--- src/rtl/sbx_pkg.sv ---
// Constants and types for the subtract instruction execution block
package sbx_pkg;
    localparam logic [7:0]  LIT_SUB_OPC   = 8'h08;
    localparam logic [5:0]  FILE_SUB_OPC  = 6'h17;
    localparam int          DEST_BIT      = 9;
    localparam int          ACCESS_BIT    = 8;
    localparam logic [7:0]  ACC_RST       = 8'h00;
    localparam logic [4:0]  FLAGS_RST     = 5'h00;
    localparam int          FLAG_CARRY    = 0;
    localparam int          FLAG_HALF     = 1;
    localparam int          FLAG_ZERO     = 2;
    localparam int          FLAG_WRAP     = 3;
    localparam int          FLAG_NEG      = 4;

    typedef enum logic [3:0]
    {
        SBX_Q1 = 4'b0001,
        SBX_Q2 = 4'b0010,
        SBX_Q3 = 4'b0100,
        SBX_Q4 = 4'b1000
    } sbx_phase_t;
endpackage

--- src/rtl/sbx_sub_exec.sv ---
// Subtract instruction execution datapath with quarter-phase sequencing
//
// Notes on behaviour
// [RULE1] Literal subtract: literal minus accumulator, difference into accumulator.
// [RULE2] Literal subtract opcode has upper byte 0000 1000, literal in low byte.
// [RULE3] File subtract opcode starts 0101 11, then destination, access, address.
// [RULE4] File address spans 0 to 255; destination and access bits are single bits.
// [RULE5] Literal subtract: decode Q1, fetch literal Q2, process Q3, write Q4.
// [RULE6] File subtract: read file Q2, process Q3, write destination Q4.
// [RULE7] Both update negative, wrap, carry, half carry and zero flags.
// [RULE8] Each instruction is one word and completes in one instruction cycle.
// [RULE9] Destination 0 to accumulator, 1 to file; access 0 access bank, 1 bank pointer.
`timescale 1ns/10ps
module sbx_sub_exec
    import sbx_pkg::*;
(
    // Clock and reset
    input  wire logic        CLOCK,
    input  wire logic        RESET,
    // Instruction word, sampled at the start of each instruction cycle
    input  wire logic [15:0] INSTR,
    // File register read path
    output logic      [7:0]  FILE_ADDR,
    output logic             FILE_BANKED,
    output logic             FILE_RD,
    input  wire logic [7:0]  FILE_RDATA,
    // File register write path
    output logic             FILE_WR,
    output logic      [7:0]  FILE_WDATA,
    // Architectural state
    output logic      [7:0]  ACC,
    output logic      [4:0]  FLAGS,
    output logic      [3:0]  PHASE
);
    // ------------------------------------------------------------
    // State registers
    // ------------------------------------------------------------
    sbx_phase_t  phase_ff;
    sbx_phase_t  nxt_phase;
    logic [15:0] instr_ff;
    logic [7:0]  opnd_ff;
    logic [7:0]  acc_ff;
    logic [4:0]  flags_ff;
    logic [7:0]  diff_ff;
    logic [4:0]  nflags_ff;
    logic        wr_file_ff;
    logic        wr_acc_ff;

    // ------------------------------------------------------------
    // Subtractor
    // ------------------------------------------------------------
    // Minuend plus inverted subtrahend plus one; bit 8 set means no borrow
    function automatic logic [8:0] sub_no_borrow
    (
        input logic [7:0] minuend,
        input logic [7:0] subtrahend
    );
        sub_no_borrow = {1'b0, minuend} + {1'b0, ~subtrahend} + 9'h001;
    endfunction

    // ------------------------------------------------------------
    // Decode of the latched word
    // ------------------------------------------------------------
    // [RULE2] literal opcode match
    wire         is_lit   = (instr_ff[15:8] == LIT_SUB_OPC);
    // [RULE3] file opcode match
    wire         is_file  = (instr_ff[15:10] == FILE_SUB_OPC);
    wire         dest_f   = instr_ff[DEST_BIT];
    wire [7:0]   lit_val  = instr_ff[7:0];

    // ------------------------------------------------------------
    // Difference and flag terms
    // ------------------------------------------------------------
    // Nibbles moved to the top so one subtractor shape gives the half carry too
    wire [8:0]   full_sub = sub_no_borrow(opnd_ff, acc_ff);
    wire [8:0]   half_sub = sub_no_borrow({opnd_ff[3:0], 4'h0}, {acc_ff[3:0], 4'h0});
    wire [7:0]   diff     = full_sub[7:0];
    wire         wrap     = (opnd_ff[7] != acc_ff[7]) && (diff[7] != opnd_ff[7]);

    // ------------------------------------------------------------
    // Quarter-phase sequencing
    // ------------------------------------------------------------
    always_comb
    begin
        unique case (phase_ff)
            SBX_Q1: nxt_phase = SBX_Q2;
            SBX_Q2: nxt_phase = SBX_Q3;
            SBX_Q3: nxt_phase = SBX_Q4;
            SBX_Q4: nxt_phase = SBX_Q1;
            default: nxt_phase = SBX_Q1;
        endcase
    end

    // [RULE8] four phases make one instruction cycle
    always_ff @(posedge CLOCK or posedge RESET)
    begin
        if (RESET)
            phase_ff <= SBX_Q1;
        else
            phase_ff <= nxt_phase;
    end

    // ------------------------------------------------------------
    // Instruction and operand capture
    // ------------------------------------------------------------
    // [RULE5] decode latch in Q1, operand fetch in Q2
    always_ff @(posedge CLOCK or posedge RESET)
    begin
        if (RESET)
        begin
            instr_ff <= 16'h0000;
            opnd_ff  <= 8'h00;
        end
        else
        begin
            if (phase_ff == SBX_Q1)
                instr_ff <= INSTR;
            // [RULE6] file operand read in Q2
            if (phase_ff == SBX_Q2)
                opnd_ff <= is_file ? FILE_RDATA : lit_val;
        end
    end

    // ------------------------------------------------------------
    // Process phase
    // ------------------------------------------------------------
    // [RULE7] flags computed in Q3 from the difference
    always_ff @(posedge CLOCK or posedge RESET)
    begin
        if (RESET)
        begin
            diff_ff    <= 8'h00;
            nflags_ff  <= FLAGS_RST;
            wr_file_ff <= 1'b0;
            wr_acc_ff  <= 1'b0;
        end
        else if (phase_ff == SBX_Q3)
        begin
            diff_ff               <= diff;
            nflags_ff[FLAG_CARRY] <= full_sub[8];
            nflags_ff[FLAG_HALF]  <= half_sub[8];
            nflags_ff[FLAG_ZERO]  <= (diff == 8'h00);
            nflags_ff[FLAG_WRAP]  <= wrap;
            nflags_ff[FLAG_NEG]   <= diff[7];
            // [RULE9] destination steering
            wr_file_ff <= is_file && dest_f;
            wr_acc_ff  <= is_lit || (is_file && !dest_f);
        end
        else if (phase_ff == SBX_Q4)
        begin
            wr_file_ff <= 1'b0;
            wr_acc_ff  <= 1'b0;
        end
    end

    // ------------------------------------------------------------
    // Write-back
    // ------------------------------------------------------------
    // [RULE1] accumulator and flags written in Q4
    always_ff @(posedge CLOCK or posedge RESET)
    begin
        if (RESET)
        begin
            acc_ff   <= ACC_RST;
            flags_ff <= FLAGS_RST;
        end
        else if (phase_ff == SBX_Q4)
        begin
            if (wr_acc_ff)
                acc_ff <= diff_ff;
            if (wr_acc_ff || wr_file_ff)
                flags_ff <= nflags_ff;
        end
    end

    // ------------------------------------------------------------
    // Outputs
    // ------------------------------------------------------------
    // [RULE4] full 8-bit address and access selector to the file
    assign FILE_ADDR   = instr_ff[7:0];
    assign FILE_BANKED = instr_ff[ACCESS_BIT];
    assign FILE_RD     = (phase_ff == SBX_Q2) && is_file;
    assign FILE_WR     = (phase_ff == SBX_Q4) && wr_file_ff;
    assign FILE_WDATA  = diff_ff;
    assign ACC         = acc_ff;
    assign FLAGS       = flags_ff;
    assign PHASE       = phase_ff;

    // ------------------------------------------------------------
    // Assertions
    // ------------------------------------------------------------
    // Fields of the word as offered, so the latch itself is checked
    wire [7:0]   req_low  = INSTR[7:0];
    wire [8:0]   req_sel  = {INSTR[ACCESS_BIT], req_low};
endmodule

--- config.mk ---
export PLATFORM = sky130hd
export DESIGN_NAME = sbx_sub_exec
export DESIGN_NICKNAME = d
export VERILOG_FILES = /design/src/rtl/sbx_pkg.sv /design/src/rtl/sbx_sub_exec.sv
export SDC_FILE = /design/constraint.sdc
export NUM_CORES = 1
export LEC_CHECK = 0
export ABC_CLOCK_PERIOD_IN_PS = 2600
export BUFFER_PORTS_ARGS = -buffer_cell sky130_fd_sc_hd__buf_2
export CORE_MARGIN = 4
export CORE_UTILIZATION = 30
export CTS_CLUSTER_SIZE = 14
export DETAILED_ROUTE_END_ITERATION = 10
export SYNTH_ARGS = -nofsm -noshare
export SYNTH_HDL_FRONTEND = slang
export SYNTH_SLANG_ARGS = --single-unit
export TNS_END_PERCENT = 5
--- constraint.sdc ---
create_clock -name CLOCK -period 2.6 [get_ports CLOCK]
set_input_delay 0.52 -clock CLOCK [delete_from_list [all_inputs] [get_ports CLOCK]]
set_output_delay 0.52 -clock CLOCK [all_outputs]
set_load 0.1 [all_outputs]
==> flow_metrics.env, run 1 <==
export IMPL_hold_buffers=0
export IMPL_powerDensity_mw_per_mm2=666.2
export IMPL_gp_congestion=0.8628
export IMPL_avgSynthCellArea_um2=12.01
export IMPL_seqPwrFrac_pct=47.4
export IMPL_ys_warn_count=0
export IMPL_slew_headroom_pct=66.91
export IMPL_wire_per_inst_um=13.43
export IMPL_final_hold_violation_count=0
export IMPL_placed_area_mm2=0.002974
export IMPL_worst_slew_pin_slew_ps=499.8
export IMPL_drive_gt1_share_pct=41.39
export IMPL_intPower_w=0.001245
export IMPL_die_width_um=100.4
export IMPL_tritoncts="done"
export IMPL_yosysSeqAreaShare_pct=53.84
export IMPL_ir_drop_mv=0.1943
export IMPL_fmaxAchievable_mhz=439.0
export IMPL_critPathCaptureType="output pin"
export IMPL_cts_sinks=55
export IMPL_final_cell_area_mm2=0.003067
export IMPL_synthesis_area_mm2=0.002559
export IMPL_period_needed_ps=2278
export IMPL_num_vias=1742
export IMPL_dp_cells=370
export IMPL_synth_top_cells_by_count="54 x dfrtp_1, 29 x mux2_2, 14 x nand2_1, 13 x o21ai_0, 12 x nor2_1"
export IMPL_cp_arrival_ps=1760
export IMPL_start_util_pct=30.98
export IMPL_ys_flop_type="dfrtp_1"
export IMPL_swShare_pct=39.05
export IMPL_h_tree_depth=2
export IMPL_setup_slack_ps=322.1
export IMPL_synthTopCellsByArea="dfrtp_1 53%, mux2_2 13%, ha_1 3.9%"
export IMPL_fillers=851
export IMPL_ant_nets=0
export IMPL_drt_total_wl_mm=5.076
export IMPL_skew_ps=12.46
export IMPL_layoutNonFillerInstCount=378
export IMPL_syn_inst=213
export IMPL_reg2reg_depth=8
export IMPL_cp_max_fo=5
export IMPL_worstReg2RegStart="ACC[0]"
export IMPL_finalSetupTns_ps=0
export IMPL_die_area_mm2=0.01007
export IMPL_place_hpwl_mm=4.018
export IMPL_num_rows=33
export IMPL_grt_pass1_wl_mm=8.763
export IMPL_synth_most_common_cell="dfrtp_1"
export IMPL_p_comb_share_pct=29.9
export IMPL_layout_area_overhead_vs_synth_pct=19.85
export IMPL_vias_per_cell=4.608
export IMPL_yosys_area_top_type="dfrtp_1"
export IMPL_ys_types=40
export IMPL_drt_initial_drc_count=22
export IMPL_synth_fp_nets=248
export IMPL_leakage_nw=1.482
export IMPL_min_path_type="in2async"
export IMPL_num_nets_final=307
export IMPL_clkPwrFrac_pct=22.7
export IMPL_drc=0
export IMPL_place_ws_ps=471.8
export IMPL_start_kind="flip-flop"
export IMPL_io_buffers=61
export IMPL_period_share_pct=87.61
export IMPL_p_switching_w=0.0007978
export IMPL_grt_max_degree=56
export IMPL_grt_setup_unrepaired="false"
export IMPL_grt_overflow_total=0
export IMPL_root_buffer="clkbuf_8"
export IMPL_clk_pin_slew_ps=100
export IMPL_fp_coreArea_mm2=0.008258
export IMPL_drv_cap=0
export IMPL_antenna_cells=0
export IMPL_first_pass_iters=4
export IMPL_pin_count=62
export IMPL_maxSlewViolCount=0
export IMPL_grt_pass1_vias=1831
export IMPL_synth_edf_count=0
export IMPL_crit_required_ps=2080
export IMPL_clock_latency_ps=310
export IMPL_async_flop_share_pct=100.0
export IMPL_r2r_end="nflags_ff[2]"
export IMPL_status="completed"
export IMPL_setup_viol=0
export IMPL_synth_seq_cells=55
export IMPL_clockBufferDepth=2
export IMPL_crit_type="reg2out"
export IMPL_fp_dieH_um=100.4
export IMPL_grt_usage_pct=10.94
export IMPL_antenna_found_initial=0
export IMPL_cts_buffers=5
export IMPL_yosysTopAreaCellShare_pct=52.81
export IMPL_holdWs_ps=236.3
export IMPL_ff2ff_setup_slack_ps=530
-- registers in the layout, indices dropped and copies added, names as in the netlist --
signal	cells
FLAGS	5
instr_ff	16
opnd_ff	8
wr_acc_ff	1
ACC	8
FILE_WDATA	8
nflags_ff	4
wr_file_ff	1
PHASE	4
-- how the worst max path moves through the flow --
stage	from	to	depth (start not counted)
floorplan	PHASE[1]	FILE_RD	2
global placement	PHASE[1]	FILE_WR	3
detailed placement	PHASE[1]	FILE_WR	3
CTS	PHASE[1]	FILE_WR	3
global route	PHASE[1]	FILE_WR	3
finish	PHASE[1]	FILE_WR	3
-- cells by family after synthesis --
family          count (synthesis)  synth area share [%]
compound gates                 37                 8.851
xor+xnor                        6                 2.054
fa+ha+maj                       9                 4.695
buf+inv                        25                 5.134
flops                          55                 53.84
mux                            37                 15.89
simple gates                   44                 9.535
-- final cells by class --
class / count / area [µm²] / share of cell area (%)
Tap cell: 105 / 131.4 / 4.284
Multi-Input combinational cell: 133 / 1059 / 34.52
Clock buffer: 6 / 72.57 / 2.366
Inverter: 11 / 42.54 / 1.387
Clock inverter: 2 / 13.76 / 0.4488
Timing Repair Buffer: 66 / 370.4 / 12.08
Sequential cell: 55 / 1378 / 44.92
-- cell usage in the layout, fill, tap and decap left out, drive strengths merged --
cell and count:
xnor2 4, or4b 1, mux2i 8, and2 2, nor3 1, o21a 3
o31ai 1, ha 8, nand2b 3, a21oi 10, and4b 1, o41ai 1
buf 66, inv 10, o21ai 13, a21o 3, clkbuf 6, or2 1
dfrtp 54, nor4 2, fa 1, nand3 1, dfstp 1, a31oi 1
xor2 2, nor2 13, nor2b 1, clkinv 3, nand4 1, nor4b 3
a32o 2, a211oi 1, nand2 14, a31o 1, o21bai 1, mux2 29
-- worst max-delay path: stages (launching register included) --
cell and delay, ps:
dfrtp_1 450, nor4b_2 400, and2_2 190, buf_2 410
-- per-layer routing --
layer / global-route usage (%) / part of all wire, % / up-vias
li1: - / - / 855
met1: 13.88 / 44 / 839
met2: 18.20 / 48 / 43
met3: 3.127 / 6.9 / 5
met4: 3.109 / 1.2 / 0
met5: 0 / 0 / -
-- per-stage QoR --
stage / util [%] / power (W)
after floorplan: - / 0.001497
after global placement: 36.02 / 0.001596
after detailed placement: 36.02 / 0.001606
after CTS: 37.06 / 0.002074
after global routing: 37.14 / 0.002156
final: 37.14 / 0.002043
-- what timing repair did --
action | 4_1_cts | 5_1_grt
endpoints found under the setup margin | 0 | 1
gates resized for setup | 0 | 1
setup buffers | 0 | 0
-- power groups by stage --
stage / Clock (W) / Sequential (W) / Combinational (W)
after floorplan: 0 / 0.00125 / 0.000250
after global placement: 0 / 0.000985 / 0.000611
after detailed placement: 0 / 0.000988 / 0.000618
after CTS: 0.000485 / 0.000971 / 0.000619
after global routing: 0.000520 / 0.000983 / 0.000653
final: 0.000463 / 0.000969 / 0.000610
Power figures use the tool's default switching activity.
==> inputs of run 2 (changes only) <==
ABC_AREA = 1   (was default)
==> flow_metrics.env, run 2 <==
export IMPL_cts_sinks=55
export IMPL_maxSlewViolCount=0
export IMPL_io_buffers=61
export IMPL_drc=0
export IMPL_tritoncts="done"
export IMPL_yosys_area_top_type="dfrtp_1"
export IMPL_syn_inst=320
export IMPL_die_area_mm2=0.01084
export IMPL_antenna_found_initial=0
export IMPL_yosysSeqAreaShare_pct=49.68
export IMPL_synthTopCellsByArea="dfrtp_1 49%, nand2_1 13%, inv_1 4.2%"
export IMPL_cts_buffers=5
export IMPL_met1_usage_pct=16.03
export IMPL_hold_buffers=0
export IMPL_synth_compound_area_share_pct=10.38
export IMPL_num_nets_final=411
export IMPL_total_power_w=0.002058
export IMPL_ant_nets=0
export IMPL_worst_slew_pin_slew_ps=751.0
export IMPL_grt_busiest_layer="met2"
export IMPL_cts_resized=0
export IMPL_ys_flop_type="dfrtp_1"
export IMPL_seq_area_mm2=0.001378
export IMPL_final_common_cell="nand2_1"
export IMPL_pin_count=62
export IMPL_period_needed_ps=2330
export IMPL_first_pass_iters=4
export IMPL_wire_per_inst_um=12.64
export IMPL_place_hpwl_mm=4.907
export IMPL_layout_area_overhead_vs_synth_pct=15.88
export IMPL_synthesis_area_mm2=0.002773
export IMPL_period_share_pct=89.62
export IMPL_grt_pass1_wl_mm=10.50
export IMPL_synth_edf_count=0
export IMPL_crit_chain="nand2_1 -> nor3_1 -> nand2_1 -> nor2_4 -> buf_2"
export IMPL_crit_required_ps=2080
export IMPL_gp_congestion=0.8264
export IMPL_num_rows=34
export IMPL_ys_warn_count=0
export IMPL_drt_total_wl_mm=6.130
export IMPL_clk_pin_slew_ps=100
export IMPL_placed_area_mm2=0.003127
export IMPL_grt_max_degree=36
export IMPL_multi_input_area_mm2=0.001140
export IMPL_grt_pass1_vias=2112
export IMPL_drv_cap=0
export IMPL_crit_slowest_cell="buf_2"
export IMPL_synth_fp_nets=355
export IMPL_drt_initial_drc_count=58
export IMPL_antenna_cells=0
export IMPL_muxShareOfSynthArea_pct=2.437
export IMPL_crit_type="reg2out"
export IMPL_synth_top_family_by_area="simple AND/OR/NAND/NOR gates"
export IMPL_met3_usage_pct=3.042
export IMPL_critPathMaxStageDelay_ps=430
export IMPL_cts_setup_buffers=0
export IMPL_setup_viol=0
export IMPL_path_common_cell="nand2_1"
export IMPL_synth_top_cells_by_count="98 x nand2_1, 54 x dfrtp_1, 31 x inv_1, 24 x nor2_1, 19 x o21ai_0"
export IMPL_synth_most_common_cell="nand2_1"
export IMPL_vias_per_cell=4.472
export IMPL_final_cell_area_mm2=0.003213
export IMPL_yosysTopAreaCellShare_pct=48.74
export IMPL_synthAdderAreaFrac_pct=4.332
export IMPL_synth_simple_gate_area_share_pct=23.29
export IMPL_slew_headroom_pct=49.86
export IMPL_leakage_nw=1.683
export IMPL_die_width_um=104.1
export IMPL_powerDensity_mw_per_mm2=640.6
export IMPL_min_path_type="in2async"
export IMPL_drive_gt1_share_pct=27.59
export IMPL_num_vias=2169
export IMPL_met2_usage_pct=19.03
export IMPL_status="completed"
export IMPL_root_buffer="clkbuf_8"
export IMPL_h_tree_depth=2
export IMPL_fp_coreArea_mm2=0.008848
export IMPL_synth_xor_area_share_pct=0.3159
export IMPL_regMostFlops="instr_ff"
export IMPL_cp_max_fo=12
export IMPL_largest_reg_flops=16
export IMPL_grt_overflow_total=0
export IMPL_grt_setup_unrepaired="false"
export IMPL_final_hold_violation_count=0
export IMPL_clockBufferDepth=2
export IMPL_layout_common_cells="98 x nand2_1, 61 x buf_2, 54 x dfrtp_1"
export IMPL_grt_usage_pct=11.73
export IMPL_async_flop_share_pct=100.0
export IMPL_avgSynthCellArea_um2=8.665
export IMPL_clock_latency_ps=300
export IMPL_fillers=951
export IMPL_ys_types=34
export IMPL_start_util_pct=31.33
export IMPL_critPathCaptureType="output pin"
export IMPL_start_kind="flip-flop"
export IMPL_fp_dieH_um=104.1
export IMPL_synth_seq_cells=55
export IMPL_fmaxAchievable_mhz=429.2
export IMPL_ir_drop_mv=0.2373
export IMPL_cp_arrival_ps=1810
export IMPL_skew_ps=5.604
[run 2: cell types whose count changed in the layout (fill, tap and decap cells not counted), moves of 4 or more]
cell     change
nand2_1     +84
mux2_2      -23
inv_1       +21
nand3_1     +14
nor2_1      +10
mux2i_1      -8
a21oi_2      +6
inv_2        +6
o21ai_0      +6
xnor2_1      -4
[run 2: power breakdown]
part / internal, W / total, W / switching, W
registers: 0.000920 / 0.000963 / 0.0000436
clock network: 0.000191 / 0.000471 / 0.000280
logic: 0.000126 / 0.000624 / 0.000497
total: 0.00124 / 0.00206 / 0.000821
[run 2: cell families after synthesis]
kind of cell               Yosys count
buffers and inverters               53
xor gates and xnor gates             1
DFF                                 55
AOI/OAI and AO/OA                   46
and+or+nand+nor                    150
adders and majority gates            9
muxes                                6
[run 2: area by class of cell]
| class | instances | area share (%) |
|---|---|---|
| Multi-Input combinational cell | 212 | 35.47 |
| Sequential cell | 55 | 42.87 |
| Clock inverter | 2 | 0.4283 |
| Clock buffer | 6 | 2.259 |
| Inverter | 37 | 4.322 |
| Timing Repair Buffer | 65 | 10.44 |
| Tap cell | 108 | 4.206 |
[run 2: stage by stage]
step                hold WS (ps)  worst slack (ps)  util [%]  std cells  setup TNS [ps]
floorplan                  442.5            -110.6         -        320          -110.6
global placement           456.5             656.1     35.34        477               0
detailed placement         459.4             584.4     35.34        477               0
CTS                        368.4             229.2     36.31        485               0
global route               400.6             70.87     36.31        485               0
finish                     332.6             269.8     36.31        485               0
[run 2: worst paths after layout]
path | end | cells past startpoint | from | slack [ps]
worst max-delay path | FILE_RD | 5 | instr_ff[11] | 270
worst min-delay path | FLAGS[3] | 2 | RESET | 330
worst max register to register | nflags_ff[2] | 11 | ACC[0] | 770
worst min register to register | instr_ff[13] | 2 | instr_ff[13] | 480
max in group asynchronous | opnd_ff[0] | 3 | RESET | 1620
min in group CLOCK | instr_ff[1] | 3 | INSTR[1] | 400
[run 2: worst max-delay path, delay by kind of cell (launching register included)]
family,cells,cell delay [ps]
DFF,1,380
buffers and inverters,1,430
and+or+nand+nor,4,690
[run 2: per-layer routing]
| layer | up-vias | share of wire, % |
|---|---|---|
| li1 | 1124 | - |
| met1 | 988 | 47 |
| met3 | 5 | 5.7 |
| met4 | 0 | 0.47 |
| met2 | 52 | 47 |
| met5 | - | 0 |
==> inputs of run 3 (changes only) <==
ABC_CLOCK_PERIOD_IN_PS = 2500   (was 2600)
clock period = 2.5 ns   (was 2.6 ns; I/O delays follow)
==> flow_metrics.env, run 3 (same netlist as run 2, synthesis figures left out) <==
export IMPL_crit_type="reg2out"
export IMPL_grt_usage_pct=12.06
export IMPL_layout_area_overhead_vs_synth_pct=16.25
export IMPL_hold_buffers=0
export IMPL_final_common_cell="nand2_1"
export IMPL_slew_headroom_pct=65.03
export IMPL_drive_gt1_share_pct=27.78
export IMPL_io_buffers=61
export IMPL_die_width_um=104.1
export IMPL_tritoncts="done"
export IMPL_cts_resized=0
export IMPL_grt_pass1_vias=2204
export IMPL_regMostFlops="instr_ff"
export IMPL_clock_latency_ps=310
export IMPL_drt_total_wl_mm=6.201
export IMPL_holdWs_ps=179.0
export IMPL_place_hpwl_mm=4.970
export IMPL_powerDensity_mw_per_mm2=665.4
export IMPL_gp_congestion=0.8187
export IMPL_crit_slowest_cell="dfrtp_1"
export IMPL_dp_cells=478
export IMPL_final_hold_violation_count=0
export IMPL_clkPwrFrac_pct=23.0
export IMPL_drc=0
export IMPL_cts_sinks=55
export IMPL_largest_reg_flops=16
export IMPL_cp_arrival_ps=1710
export IMPL_crit_chain="nor2_1 -> inv_1 -> nor3_4 -> inv_2 -> nor2_4 -> buf_2"
export IMPL_setup_viol=0
export IMPL_critPathMaxStageDelay_ps=440
export IMPL_grt_overflow_total=0
export IMPL_num_nets_final=412
export IMPL_first_pass_iters=4
export IMPL_cp_max_fo=7
export IMPL_root_buffer="clkbuf_8"
export IMPL_start_util_pct=31.33
export IMPL_fp_coreArea_mm2=0.008848
export IMPL_drv_cap=0
export IMPL_maxSlewViolCount=0
export IMPL_grt_setup_unrepaired="false"
export IMPL_pin_count=62
export IMPL_p_comb_share_pct=30.3
export IMPL_antenna_cells=0
export IMPL_clockBufferDepth=2
export IMPL_seqPwrFrac_pct=46.7
export IMPL_cts_setup_buffers=0
export IMPL_routed_top_layer="met4"
export IMPL_postLayoutCoreUtil_pct=36.43
export IMPL_min_path_type="in2async"
export IMPL_intPower_w=0.001290
export IMPL_p_switching_w=0.0008548
export IMPL_ir_drop_mv=0.2263
export IMPL_critPathBufInv=3
export IMPL_route_met2_wl_mm=2.976
export IMPL_seq_area_mm2=0.001378
export IMPL_drt_initial_drc_count=102
export IMPL_status="completed"
export IMPL_skew_ps=10.49
export IMPL_start_kind="flip-flop"
export IMPL_layoutNonFillerInstCount=486
export IMPL_h_tree_depth=2
export IMPL_wl_met1_mm=2.921
export IMPL_crit_required_ps=2000
export IMPL_grt_max_degree=22
export IMPL_leakage_nw=1.684
export IMPL_fp_dieH_um=104.1
export IMPL_multi_input_area_mm2=0.001140
export IMPL_cts_buffers=5
export IMPL_num_vias=2174
export IMPL_crit_family="buffers and inverters"
export IMPL_clk_pin_slew_ps=100
export IMPL_antenna_found_initial=0
export IMPL_grt_pass1_wl_mm=10.72
export IMPL_period_needed_ps=2208
export IMPL_fmaxAchievable_mhz=452.9
export IMPL_num_rows=34
export IMPL_critPathCaptureType="output pin"
export IMPL_wire_per_inst_um=12.76
export IMPL_fillers=930
export IMPL_period_share_pct=88.32
export IMPL_vias_per_cell=4.473
export IMPL_swShare_pct=39.86
export IMPL_layout_common_cells="98 x nand2_1, 61 x buf_2, 54 x dfrtp_1"
export IMPL_met3WireLength_um=261
export IMPL_ant_nets=0
export IMPL_die_area_mm2=0.01084
export IMPL_worst_slew_pin_slew_ps=528.2
run 3: changes by cell type in the layout (fill, tap and decap cells not counted), sizes merged:
cell | before | now
clkinv | 2 | 0
buf | 65 | 66
clkinvlp | 0 | 1
inv | 37 | 38
run 3: worst reg2reg max path: stages, from the launching register on:
cell	delay (ps)
dfrtp_1	410
ha_1	230
fa_1	390
inv_1	100
nand2_1	70
nand2_1	80
nand2_1	50
nor2_1	100
nand3_1	110
nor2_1	100
nand3_1	70
nand2_1	50
run 3: power by group through the flow:
stage,registers (W),clock network (W),logic (W)
2_1_floorplan,0.00128,0,0.000276
3_3_place_gp,0.00102,0,0.000651
3_5_place_dp,0.00102,0,0.000656
4_1_cts,0.00100,0.000518,0.000657
5_1_grt,0.00101,0.000555,0.000700
6_report,0.00100,0.000493,0.000651
run 3: through the flow:
stage / power, W / cell area (µm²) / setup WS (ps) / TNS, ps
floorplan: 0.001557 / 2783 / -190.6 / -190.6
global placement: 0.001669 / 3134 / 626.1 / 0
detailed placement: 0.001675 / 3134 / 619.9 / 0
CTS: 0.002178 / 3223 / 260.0 / 0
global route: 0.002268 / 3223 / 163.2 / 0
finish: 0.002145 / 3223 / 292.0 / 0
run 3: layout make-up:
class                   count  area share (%)
clock buffers               6           2.252
clock inverters             2          0.5047
inverters                  37           4.309
multi-input cells         212           35.36
flip-flops and latches     55           42.74
well taps                 108           4.193
repair buffers             66           10.64
run 3: final timing paths:
path                         startpoint             to  slack (ps)  depth (start not counted)
max in group asynchronous         RESET         ACC[5]        1710                          3
hold reg to reg            instr_ff[13]   instr_ff[13]         480                          2
setup / recovery               PHASE[2]        FILE_RD         290                          6
min in group CLOCK            INSTR[11]   instr_ff[11]         380                          3
hold / removal                    RESET  FILE_WDATA[1]         180                          2
setup reg to reg                 ACC[0]   nflags_ff[2]         680                         11
run 3: per-layer routing:
metal,GRT usage [%],vias up
met5,0,-
li1,-,1129
met3,2.669,8
met4,2.279,0
met1,16.03,988
met2,20.33,49
